<file path="config.mk">
export PLATFORM = sky130hd
export DESIGN_NAME = khi_host_if
export DESIGN_NICKNAME = d
export VERILOG_FILES = /design/src/include/khi_pkg.sv /design/src/rtl/khi_host_if.sv
export SDC_FILE = /design/constraint.sdc
export NUM_CORES = 1
export LEC_CHECK = 0
export BUFFER_PORTS_ARGS = -buffer_cell sky130_fd_sc_hd__buf_4
export CORE_MARGIN = 3
export CORE_UTILIZATION = 50
export CTS_CLUSTER_SIZE = 40
export DETAILED_ROUTE_END_ITERATION = 12
export PLACE_DENSITY = 0.72
export SYNTH_ARGS = -nofsm -noshare
export SYNTH_HDL_FRONTEND = slang
export SYNTH_SLANG_ARGS = --single-unit
</file>
<file path="constraint.sdc">
create_clock -name i_clk -period 4.5 [get_ports i_clk]
set_input_delay 0 -clock i_clk [delete_from_list [all_inputs] [get_ports i_clk]]
set_output_delay 0 -clock i_clk [all_outputs]
set_load 0.05 [all_outputs]
</file>
<file path="src/include/khi_pkg.sv">
// Shared constants and carriers for the keyboard controller host data interface
package khi_pkg;

  // Host offsets at their default base; A2 tells them apart
  localparam logic [7:0] KHI_DATA_OFS       = 8'h60;
  localparam logic [7:0] KHI_STAT_OFS       = 8'h64;
  localparam int         KHI_SEL_BIT        = 2;

  // Status register field positions
  localparam int         KHI_OBF_BIT        = 0;
  localparam int         KHI_IBF_BIT        = 1;
  localparam int         KHI_F0_BIT         = 2;
  localparam int         KHI_CMD_BIT        = 3;
  localparam int         KHI_GP_LO          = 4;
  localparam logic [7:0] KHI_STAT_RST       = 8'h00;
  localparam logic [7:0] KHI_BYTE_RST       = 8'h00;

  // Instruction timing
  localparam int         KHI_CLK_PER_STATE  = 3;
  localparam int         KHI_STATE_PER_CYC  = 5;
  localparam int         KHI_CLK_PER_CYC    = KHI_CLK_PER_STATE * KHI_STATE_PER_CYC;
  localparam logic [1:0] KHI_DIV_LAST       = 2'(KHI_CLK_PER_STATE - 1);
  localparam logic [2:0] KHI_STATE_LAST     = 3'(KHI_STATE_PER_CYC - 1);

  // Output path buffering
  localparam int         KHI_FIFO_W         = 8;
  localparam int         KHI_FIFO_D         = 16;

  // Host bus cycle, one-cycle strobes
  typedef struct packed {
    logic       cs;
    logic       rd;
    logic       wr;
    logic [7:0] addr;
    logic [7:0] wdata;
  } khi_host_req_t;

  // Firmware side requests
  typedef struct packed {
    logic       ibuf_rd;
    logic       gp_wr;
    logic [3:0] gp;
    logic       f0_clr;
    logic       f0_cpl;
    logic       start;
    logic       two_cyc;
    logic       irq_req;
  } khi_fw_req_t;

  // Firmware side view
  typedef struct packed {
    logic [7:0] status;
    logic [7:0] ibuf;
    logic       ibf_irq;
  } khi_fw_view_t;

  typedef struct packed {
    logic [7:0] obuf;
    logic [7:0] ibuf;
    logic [7:0] status;
    logic [7:0] rdata;
    logic       irq_hold;
    logic       irq_prev;
    logic [1:0] div;
    logic [2:0] st;
    logic       busy;
    logic       two;
    logic       second;
    logic       done;
  } khi_state_t;

endpackage

</file>
<file path="src/rtl/khi_host_if.sv">
// Keyboard controller host data interface with output byte FIFO
`timescale 1ns/100ps
//
// Contract
// - Output byte read-only to host at 60h; host read returns the oldest unread firmware byte.
// - Host write at 60h stores data, flag clear; at 64h command, flag set.
// - Host byte arrival may interrupt firmware; firmware may poll input-full bit 1.
// - Status changes only by hardware and firmware; host writes never write it directly.
// - Output-full sets on firmware buffer write, clears on host buffer read.
// - Input-full sets on every host write, clears on firmware read instruction.
// - Bit 2 general flag, firmware clears or toggles; host cannot touch it.
// - Bit 3 captures A2 on each host write: 1 command, 0 data.
// - Bits 7-4 firmware general flags, untouched by host accesses.
// - Clock divided by 3 into states, five states form a 15-clock cycle.
// - Most instructions take one instruction cycle, some take two.
// - Reads at 64h return status, at 60h the output byte, A2 selects.
// - Latch option holds rising interrupt until host reads output byte, else pass.

////////////////////////////////////////////////////////////////////////////////
module khi_fifo #(
  parameter int W = 8,
  parameter int D = 16
) (
  // Clock and reset
  input  wire logic         i_clk,
  input  wire logic         i_sys_rst,
  // Fill side
  input  wire logic         i_in_valid,
  output logic              o_in_ready,
  input  wire logic [W-1:0] i_in_data,
  // Drain side
  output logic              o_out_valid,
  input  wire logic         i_out_ready,
  output logic [W-1:0]      o_out_data
);
  localparam int AW = $clog2(D);

  // Count is one bit wider than the pointers so a full queue differs from an empty one
  typedef struct packed {
    logic [AW-1:0] wp;
    logic [AW-1:0] rp;
    logic [AW:0]   cnt;
  } khi_fifo_st_t;

  khi_fifo_st_t       fs_reg;
  khi_fifo_st_t       fs_next;
  logic [W-1:0]       mem [D];
  logic               push;
  logic               pop;

  assign o_in_ready  = (fs_reg.cnt != (AW+1)'(D));
  assign o_out_valid = (fs_reg.cnt != '0);
  assign o_out_data  = mem[fs_reg.rp];
  assign push        = i_in_valid && o_in_ready;
  assign pop         = o_out_valid && i_out_ready;

  always_comb
  begin
    fs_next = fs_reg;
    if (push)
    begin
      fs_next.wp = fs_reg.wp + 1'b1;
    end
    if (pop)
    begin
      fs_next.rp = fs_reg.rp + 1'b1;
    end
    case ({push, pop})
      2'b10:   fs_next.cnt = fs_reg.cnt + 1'b1;
      2'b01:   fs_next.cnt = fs_reg.cnt - 1'b1;
      default: fs_next.cnt = fs_reg.cnt;
    endcase
  end

  always_ff @(posedge i_clk or posedge i_sys_rst)
  begin
    if (i_sys_rst)
    begin
      fs_reg <= '0;
    end
    else
    begin
      fs_reg <= fs_next;
    end
  end

  // Storage has no reset; only counted words are ever read
  always_ff @(posedge i_clk)
  begin
    if (push)
    begin
      mem[fs_reg.wp] <= i_in_data;
    end
  end
endmodule // khi_fifo

////////////////////////////////////////////////////////////////////////////////
module khi_host_if (
  // Clock and reset
  input  wire logic                  i_clk,
  input  wire logic                  i_sys_rst,
  // Host bus
  input  wire khi_pkg::khi_host_req_t i_host,
  output logic [7:0]                 o_host_rdata,
  output logic                       o_host_irq,
  input  wire logic                  i_irq_latch_en,
  // Firmware output byte stream
  input  wire logic                  i_fw_push_valid,
  output logic                       o_fw_push_ready,
  input  wire logic [7:0]            i_fw_push_data,
  // Firmware control and view
  input  wire khi_pkg::khi_fw_req_t  i_fw,
  input  wire logic                  i_ibf_irq_en,
  output khi_pkg::khi_fw_view_t      o_fw,
  // Instruction timing
  output logic                       o_state_tick,
  output logic                       o_cycle_start,
  output logic                       o_instr_done
);
  import khi_pkg::*;

  khi_state_t  s_reg;
  khi_state_t  s_next;
  logic        out_valid;
  logic [7:0]  out_data;
  logic        load;
  logic        host_wr;
  logic        host_rd;
  logic        rd_obuf;
  logic        cyc_end;

  ////////////////////////////////////////////////////////////////////////////
  // Firmware bytes queue here so it need not wait for each host read
  khi_fifo #(
    .W (KHI_FIFO_W),
    .D (KHI_FIFO_D)
  ) u_fifo (
    .i_clk       (i_clk),
    .i_sys_rst   (i_sys_rst),
    .i_in_valid  (i_fw_push_valid),
    .o_in_ready  (o_fw_push_ready),
    .i_in_data   (i_fw_push_data),
    .o_out_valid (out_valid),
    .i_out_ready (!s_reg.status[KHI_OBF_BIT]),
    .o_out_data  (out_data)
  );

  assign load    = out_valid && !s_reg.status[KHI_OBF_BIT];
  assign host_wr = i_host.cs && i_host.wr;
  assign host_rd = i_host.cs && i_host.rd;
  assign rd_obuf = host_rd && !i_host.addr[KHI_SEL_BIT];
  assign cyc_end = (s_reg.div == KHI_DIV_LAST) && (s_reg.st == KHI_STATE_LAST);

  ////////////////////////////////////////////////////////////////////////////
  always_comb
  begin
    s_next      = s_reg;
    s_next.done = 1'b0;
    // Host read path
    if (host_rd)
    begin
      s_next.rdata = i_host.addr[KHI_SEL_BIT] ? s_reg.status : s_reg.obuf;
    end
    if (rd_obuf)
    begin
      s_next.status[KHI_OBF_BIT] = 1'b0;
    end
    // Load after the clear so a new byte wins
    if (load)
    begin
      s_next.obuf                = out_data;
      s_next.status[KHI_OBF_BIT] = 1'b1;
    end
    // Firmware read instruction; a host write in the same cycle wins
    if (i_fw.ibuf_rd)
    begin
      s_next.status[KHI_IBF_BIT] = 1'b0;
    end
    if (host_wr)
    begin
      s_next.ibuf                = i_host.wdata;
      s_next.status[KHI_IBF_BIT] = 1'b1;
      s_next.status[KHI_CMD_BIT] = i_host.addr[KHI_SEL_BIT];
    end
    // Only firmware reaches F0 and the upper flags
    if (i_fw.f0_clr)
    begin
      s_next.status[KHI_F0_BIT] = 1'b0;
    end
    else if (i_fw.f0_cpl)
    begin
      s_next.status[KHI_F0_BIT] = !s_reg.status[KHI_F0_BIT];
    end
    if (i_fw.gp_wr)
    begin
      s_next.status[7:KHI_GP_LO] = i_fw.gp;
    end
    // Interrupt latch; a new rising edge beats the read clear
    s_next.irq_prev = i_fw.irq_req;
    if (rd_obuf || !i_irq_latch_en)
    begin
      s_next.irq_hold = 1'b0;
    end
    if (i_irq_latch_en && i_fw.irq_req && !s_reg.irq_prev)
    begin
      s_next.irq_hold = 1'b1;
    end
    // State and instruction cycle dividers
    if (s_reg.div == KHI_DIV_LAST)
    begin
      s_next.div = 2'h0;
      s_next.st  = (s_reg.st == KHI_STATE_LAST) ? 3'h0 : s_reg.st + 3'h1;
    end
    else
    begin
      s_next.div = s_reg.div + 2'h1;
    end
    // Instructions start on a cycle boundary and end on one
    if (!s_reg.busy && i_fw.start && o_cycle_start)
    begin
      s_next.busy   = 1'b1;
      s_next.two    = i_fw.two_cyc;
      s_next.second = 1'b0;
    end
    else if (s_reg.busy && cyc_end)
    begin
      if (s_reg.two && !s_reg.second)
      begin
        s_next.second = 1'b1;
      end
      else
      begin
        s_next.busy = 1'b0;
        s_next.done = 1'b1;
      end
    end
  end

  always_ff @(posedge i_clk or posedge i_sys_rst)
  begin
    if (i_sys_rst)
    begin
      s_reg        <= '0;
      s_reg.status <= KHI_STAT_RST;
      s_reg.obuf   <= KHI_BYTE_RST;
      s_reg.ibuf   <= KHI_BYTE_RST;
    end
    else
    begin
      s_reg <= s_next;
    end
  end

  ////////////////////////////////////////////////////////////////////////////
  // Host writes have no path into status other than the flags above
  assign o_host_rdata   = s_reg.rdata;
  assign o_host_irq     = i_irq_latch_en ? s_reg.irq_hold : i_fw.irq_req;
  assign o_fw.status    = s_reg.status;
  assign o_fw.ibuf      = s_reg.ibuf;
  assign o_fw.ibf_irq   = i_ibf_irq_en && s_reg.status[KHI_IBF_BIT];
  assign o_state_tick   = (s_reg.div == KHI_DIV_LAST);
  assign o_cycle_start  = (s_reg.div == 2'h0) && (s_reg.st == 3'h0);
  assign o_instr_done   = s_reg.done;
endmodule // khi_host_if

</file>
Yosys cells after proc, flatten, opt, wreduce, memory -nomap -nowiden
Memory sizes are Yosys's and may differ from the RTL's. A register that Yosys moved wholly into a read port is not among the register bits.
Index checks and enable logic that the tools add are counted.
Widths: inputs -> output; s select.
- memories kept: 1
- output and inout port bits: 30
- input port bits: 43
- flip-flop bits (word level): 48
- bits in writable memories: 128
- $add $sub $neg: 6
- reduce and logical (&&, ||, !) cells: 34
- equality and inequality tests: 6
- muxes and demuxes: 23
- memory list (name ; depth ; bits a word ; rd ports ; clocked after Yosys merged registers in ; write ports ; RTL line ; text):
    u_fifo.mem ; 16 ; 8 ; 1 ; 1 ; 1 ; khi_host_if.sv:47 ; logic [W-1:0] mem [D];
- operator list (operator ; number):
    $mux 1 ; 18
    $logic_and 1x1->1 ; 14
    $reduce_bool 2->1 ; 7
    $pmux 5 s2 ; 1
    $add 4x1->4 const B ; 2
    $mux 8 ; 1
    $logic_not 1->1 ; 7
    $add 5x1->5 const B ; 1
    $ne 5x5->1 const B ; 1
    $reduce_bool 5->1 ; 1
    $sub 5x1->5 const B ; 1
    $eq 2x2->1 const B ; 2
    $mux 2 ; 2
    $reduce_and 2->1 ; 2
    $add 3x1->3 const B ; 1
    $eq 3x3->1 const B ; 1
    $logic_not 3->1 ; 1
    $mux 3 ; 1
    $add 2x1->2 const B ; 1
    $eq 2x1->1 const B ; 1
    $logic_not 2->1 ; 1
    $ne 2x2->1 const B ; 1
    $logic_or 1x1->1 ; 1

Logic depth before layout (Yosys ltp)
- depth after elaboration: 5
- gate-level depth with buffers: 10
- mapped depth without buffers: 9

Cells and area by module
From an unflattened synthesis, not the netlist that was laid out.
- cell total of the unflattened synthesis: 490
- area total of the unflattened synthesis: 7712.4 sq um
- modules (own cells, without submodules) (module ; cells an instance ; area an instance (sq um) ; times used ; seq. area each (sq um)):
    khi_fifo ; 332 ; 5779.3 ; 1 ; 4169.0
    khi_host_if ; 158 ; 1933.1 ; 1 ; 1076.0

Worst setup path before layout
Ideal clock, no wire load.
- path type: register to register
- start: register s_reg[4] in the netlist's numbering
- end: register s_reg[2] in the netlist's numbering
- buffers on the path: 0
- setup slack: 1.412 ns
- period minus slack after synthesis: 3.088 ns
- data arrival time: 2.964 ns
- cell stages (with the launch flop): 6
- cells stage by stage: dfrtp_1 -> inv_1 -> ha_1 -> nor4b_1 -> nand3_1 -> mux2_2
- longest elaborated chain between the ends: 3
- RTL lines (what ; RTL line ; text):
    start: declaration ; khi_host_if.sv:122 ; khi_state_t s_reg;
    start signal: assignment ; khi_host_if.sv:250 ; s_reg <= s_next;
    $logic_not 3->1 ; khi_host_if.sv:262 ; assign o_cycle_start = (s_reg.div == 2'h0) && (s_reg.st == 3'h0);
    $logic_and 1x1->1 ; khi_host_if.sv:262 ;
    net o_cycle_start ; khi_host_if.sv:117 ; output logic o_cycle_start,
    $logic_and 1x1->1 ; khi_host_if.sv:219 ; if (!s_reg.busy && i_fw.start && o_cycle_start)
The timed path passes the listed nets, and every way through them passes these cells.
A chain may end at the register's enable or synchronous reset.

Worst setup path after layout
- start: register u_fifo.fs_reg[0] in the netlist's numbering
- end: register u_fifo.fs_reg[4] in the netlist's numbering
- longest elaborated chain between the ends: 4
- RTL lines (what ; RTL line ; text):
    start: declaration ; khi_host_if.sv:45 ; khi_fifo_st_t fs_reg;
    start signal: assignment ; khi_host_if.sv:83 ; fs_reg <= fs_next;
    $reduce_bool 5->1 (*) ; khi_host_if.sv:52 ; assign o_out_valid = (fs_reg.cnt != '0);
    $logic_and 1x1->1 (*) ; n/a ;
    net load ; khi_host_if.sv:126 ; logic load;
    $eq 2x1->1 / $eq 2x2->1 (equally long branches) ; khi_host_if.sv:68 ; case ({push, pop})
    $pmux 5 s2 / $reduce_bool 2->1 (equally long branches) ; n/a ;
Mark *: on every way through the listed nets, which the timed path passes. The rest lies on a longest branch.

==> metrics.cfg <==
[cts]
clk_pin_slew_ns=0.07
cts_htree_levels=4
post_cts_resized=0
clockRootBuffer=clkbuf_16
tritoncts=yes
ctsLongestPathBuffers=2
cts_buffers=17
post_cts_buffers=0
hold_buffers=34
clock_latency_ns=0.42
clkSinkCount=184

[floorplanning]
start_util_pct=51.34
dieArea_sq_um=16540
core_sq_um=14640
fp-row-count=44
die_y_um=128.6
die_w_um=128.6
io_pins=73

[critical_path]
r2r-end=u_fifo.fs_reg[4]
worst_r2r_path_depth=9
reg2reg_from=u_fifo.fs_reg[0]
cp.required_ns=4.84
cp_data_arrival_time_ns=3.56
path_max_fanout=20
crit_path_end_kind=flop
path_class=reg -> reg
r2r_slack_ns=1.28
critPathLaunchType=flop

[placed_design]
numPortBuffers=65
place_congestion=0.7635
hpwl_um=8877
detailedPlace.worstSlack_ns=1.268
dp_cells=656

[timing]
grt_setup_unrepaired=false
setup_slack_ns=1.282
hold_viol_final=0
setup_violations=0
fin_worst_skew_ns=0.007857
fin_crit_ns=3.218
drv_slew=0
fin_crit_sh_pct=71.52
max-slew-margin-rel_pct=23.11
tightest_slew_ns=1.152
fin_setup_tns_ns=0
timing.fmax_mhz=310.7

[power_and_ir_drop]
ir_worst_vdd_uv=462.1
seqPwrFrac_pct=43.6
p_per_area_nw_per_um2=588.7
p_int_mw=3.635
p_comb_share_pct=28.3
p_clk_share_pct=28.1
power_mw=5.259
sw_frac_of_total_pct=30.88
p_leak_nw=3.405
switching_power_mw=1.624

[synth]
ys_seq_elements=184
ys_seq_area_share_pct=69.76
synth_compound_area_share_pct=4.061
synth_top_family_by_area=multiplexers
postSynthCellCount=442
syn_nets=497
ys_types=35
yosys.area_share.simple_pct=3.811
synth_fa_ha_area_share_pct=2.097
avgSynthCellArea_sq_um=17.01
ys_warn_count=0
synthXorXnorAreaFrac_pct=1.281
muxShareOfSynthArea_pct=14.56
syn-cell-area_sq_um=7518

[grt]
grt_pass1_vias=4066
antenna_found_initial=0
grt-ovfl-total=0
grt_pass1_wl_um=22560
grt_usage_pct=18.39
grt_start_max_net_pins=57

[detailed_routing]
via_count=3939
drt_iter0_markers=333
ant_nets=0
drtPass1Iterations=5
wirelength_um=14190
drc=0
post_drt_via_cell_ratio=5.456
wire_per_inst_um=19.65

[final_layout]
nFillCells=1070
largest_reg_flops=128
diodes=0
drive_gt1_share_pct=28.07
area_growth_pct=18.81
stdcell_count=722
fin_nets=580

[job]
maxCapViolCount=0

[status]
status=finished clean

[min_path]
worstHoldEndpoint=u_fifo.fs_reg[9]
worstHoldPathType=in -> reg
worstHoldStart=i_fw_push_valid
holdPathStages=3

power groups by stage:
stage / Sequential [mW] / Clock (mW) / Combinational, mW
global placement: 2.31 / 0 / 1.44
CTS: 2.30 / 1.51 / 1.51
global route: 2.33 / 1.58 / 1.62
finish: 2.29 / 1.48 / 1.49
detailed placement: 2.33 / 0 / 1.47
floorplan: 2.20 / 0 / 1.27
worst max path at each step:
| stage | from | end | depth (start not counted) |
|---|---|---|---|
| finish | u_fifo.fs_reg[0] | u_fifo.fs_reg[4] | 9 |
| global route | u_fifo.fs_reg[0] | u_fifo.fs_reg[4] | 9 |
| CTS | u_fifo.fs_reg[0] | u_fifo.fs_reg[4] | 9 |
| detailed placement | u_fifo.fs_reg[0] | u_fifo.fs_reg[4] | 9 |
| global placement | u_fifo.fs_reg[0] | u_fifo.fs_reg[4] | 9 |
| floorplan | s_reg[4] | s_reg[2] | 5 |
metal layers:
layer | vias up | track usage [%] | routed length (um)
met5 | - | 0 | 0
met4 | 0 | 5.188 | 138
met3 | 10 | 5.189 | 1013
met2 | 142 | 29.36 | 6913
met1 | 1978 | 25.18 | 6122
li1 | 1809 | - | -
worst max-delay path, stage by stage, from the launching register on:
cell,delay [ns]
dfrtp_1,0.43
nor4_1,0.50
a21o_1,0.60
inv_2,0.11
ha_1,0.32
fa_1,0.43
a21o_1,0.20
a21oi_1,0.17
mux2i_1,0.23
xnor2_1,0.13
stage by stage:
| step | cell area, sq um | util (%) | hold WS (ns) |
|---|---|---|---|
| finish | 8932 | 61.00 | 0.1095 |
| global route | 8932 | 61.00 | 0.1200 |
| CTS | 8932 | 61.00 | 0.09121 |
| detailed placement | 8005 | 54.67 | 0.1279 |
| global placement | 8005 | 54.67 | 0.1286 |
| floorplan | 7518 | - | 0.03143 |
logic make-up after synthesis:
| family | count (synthesis) |
|---|---|
| DFF | 184 |
| muxes | 66 |
| and+or+nand+nor | 65 |
| buffers and inverters | 55 |
| AOI/OAI and AO/OA | 49 |
| adders and majority gates | 12 |
| xor gates and xnor gates | 11 |
cell usage in the layout (no fill, tap or decap), drive strengths merged, types with 2 or more instances in the layout:
cell / Yosys / routed
o22ai: 7 / 7
xor2: 2 / 2
nor3: 4 / 4
dlygate4sd3: 0 / 34
mux2i: 16 / 16
mux2: 17 / 17
o21ai: 18 / 18
nand3: 2 / 2
clkbuf: 5 / 20
nor2: 17 / 17
edfxtp: 128 / 128
inv: 13 / 15
clkinv: 0 / 4
nand4: 2 / 2
a21o: 10 / 10
ha: 11 / 11
bufinv: 0 / 3
buf: 37 / 72
nor2b: 2 / 2
a21oi: 4 / 4
nand2: 29 / 29
xnor2: 9 / 9
a211oi: 7 / 7
mux4: 33 / 33
nand2b: 5 / 5
dfrtp: 56 / 56
a21boi: 2 / 2
clkinvlp: 0 / 3
cell type report:
cell class / count / area [sq um] / share of cell area (%)
Sequential cell: 184 / 5245 / 58.72
Multi-Input combinational cell: 203 / 1941 / 21.73
Timing Repair Buffer: 106 / 880.8 / 9.861
Clock buffer: 20 / 436.7 / 4.889
Tap cell: 184 / 230.2 / 2.577
Clock inverter: 12 / 150.1 / 1.681
Inverter: 13 / 48.80 / 0.5463
cell usage after synthesis, drive strengths merged:
| cell | count | area share (%) |
|---|---|---|
| fa | 1 | 0.27 |
| mux4 | 33 | 9.9 |
| xor2 | 2 | 0.23 |
| a21o | 10 | 1.0 |
| nor2 | 17 | 0.85 |
| and2 | 1 | 0.083 |
| nand4 | 2 | 0.17 |
| nor3 | 4 | 0.27 |
| buf | 37 | 3.5 |
| xnor2 | 9 | 1.0 |
| a211oi | 7 | 0.70 |
| clkbuf | 5 | 0.25 |
| a21oi | 4 | 0.27 |
| nor2b | 2 | 0.17 |
| nand2b | 5 | 0.42 |
| a22o | 1 | 0.12 |
| nor4b | 1 | 0.12 |
| inv | 13 | 0.65 |
| o22ai | 7 | 0.58 |
| ha | 11 | 1.8 |
| edfxtp | 128 | 51 |
| nand2 | 29 | 1.4 |
| nand3 | 2 | 0.13 |
| dfrtp | 56 | 19 |
| a21boi | 2 | 0.20 |
| nor4 | 1 | 0.083 |
| mux2 | 17 | 2.5 |
| mux2i | 16 | 2.1 |
| or2 | 1 | 0.083 |
| o21ai | 18 | 1.2 |
Power figures use the tool's default switching activity.
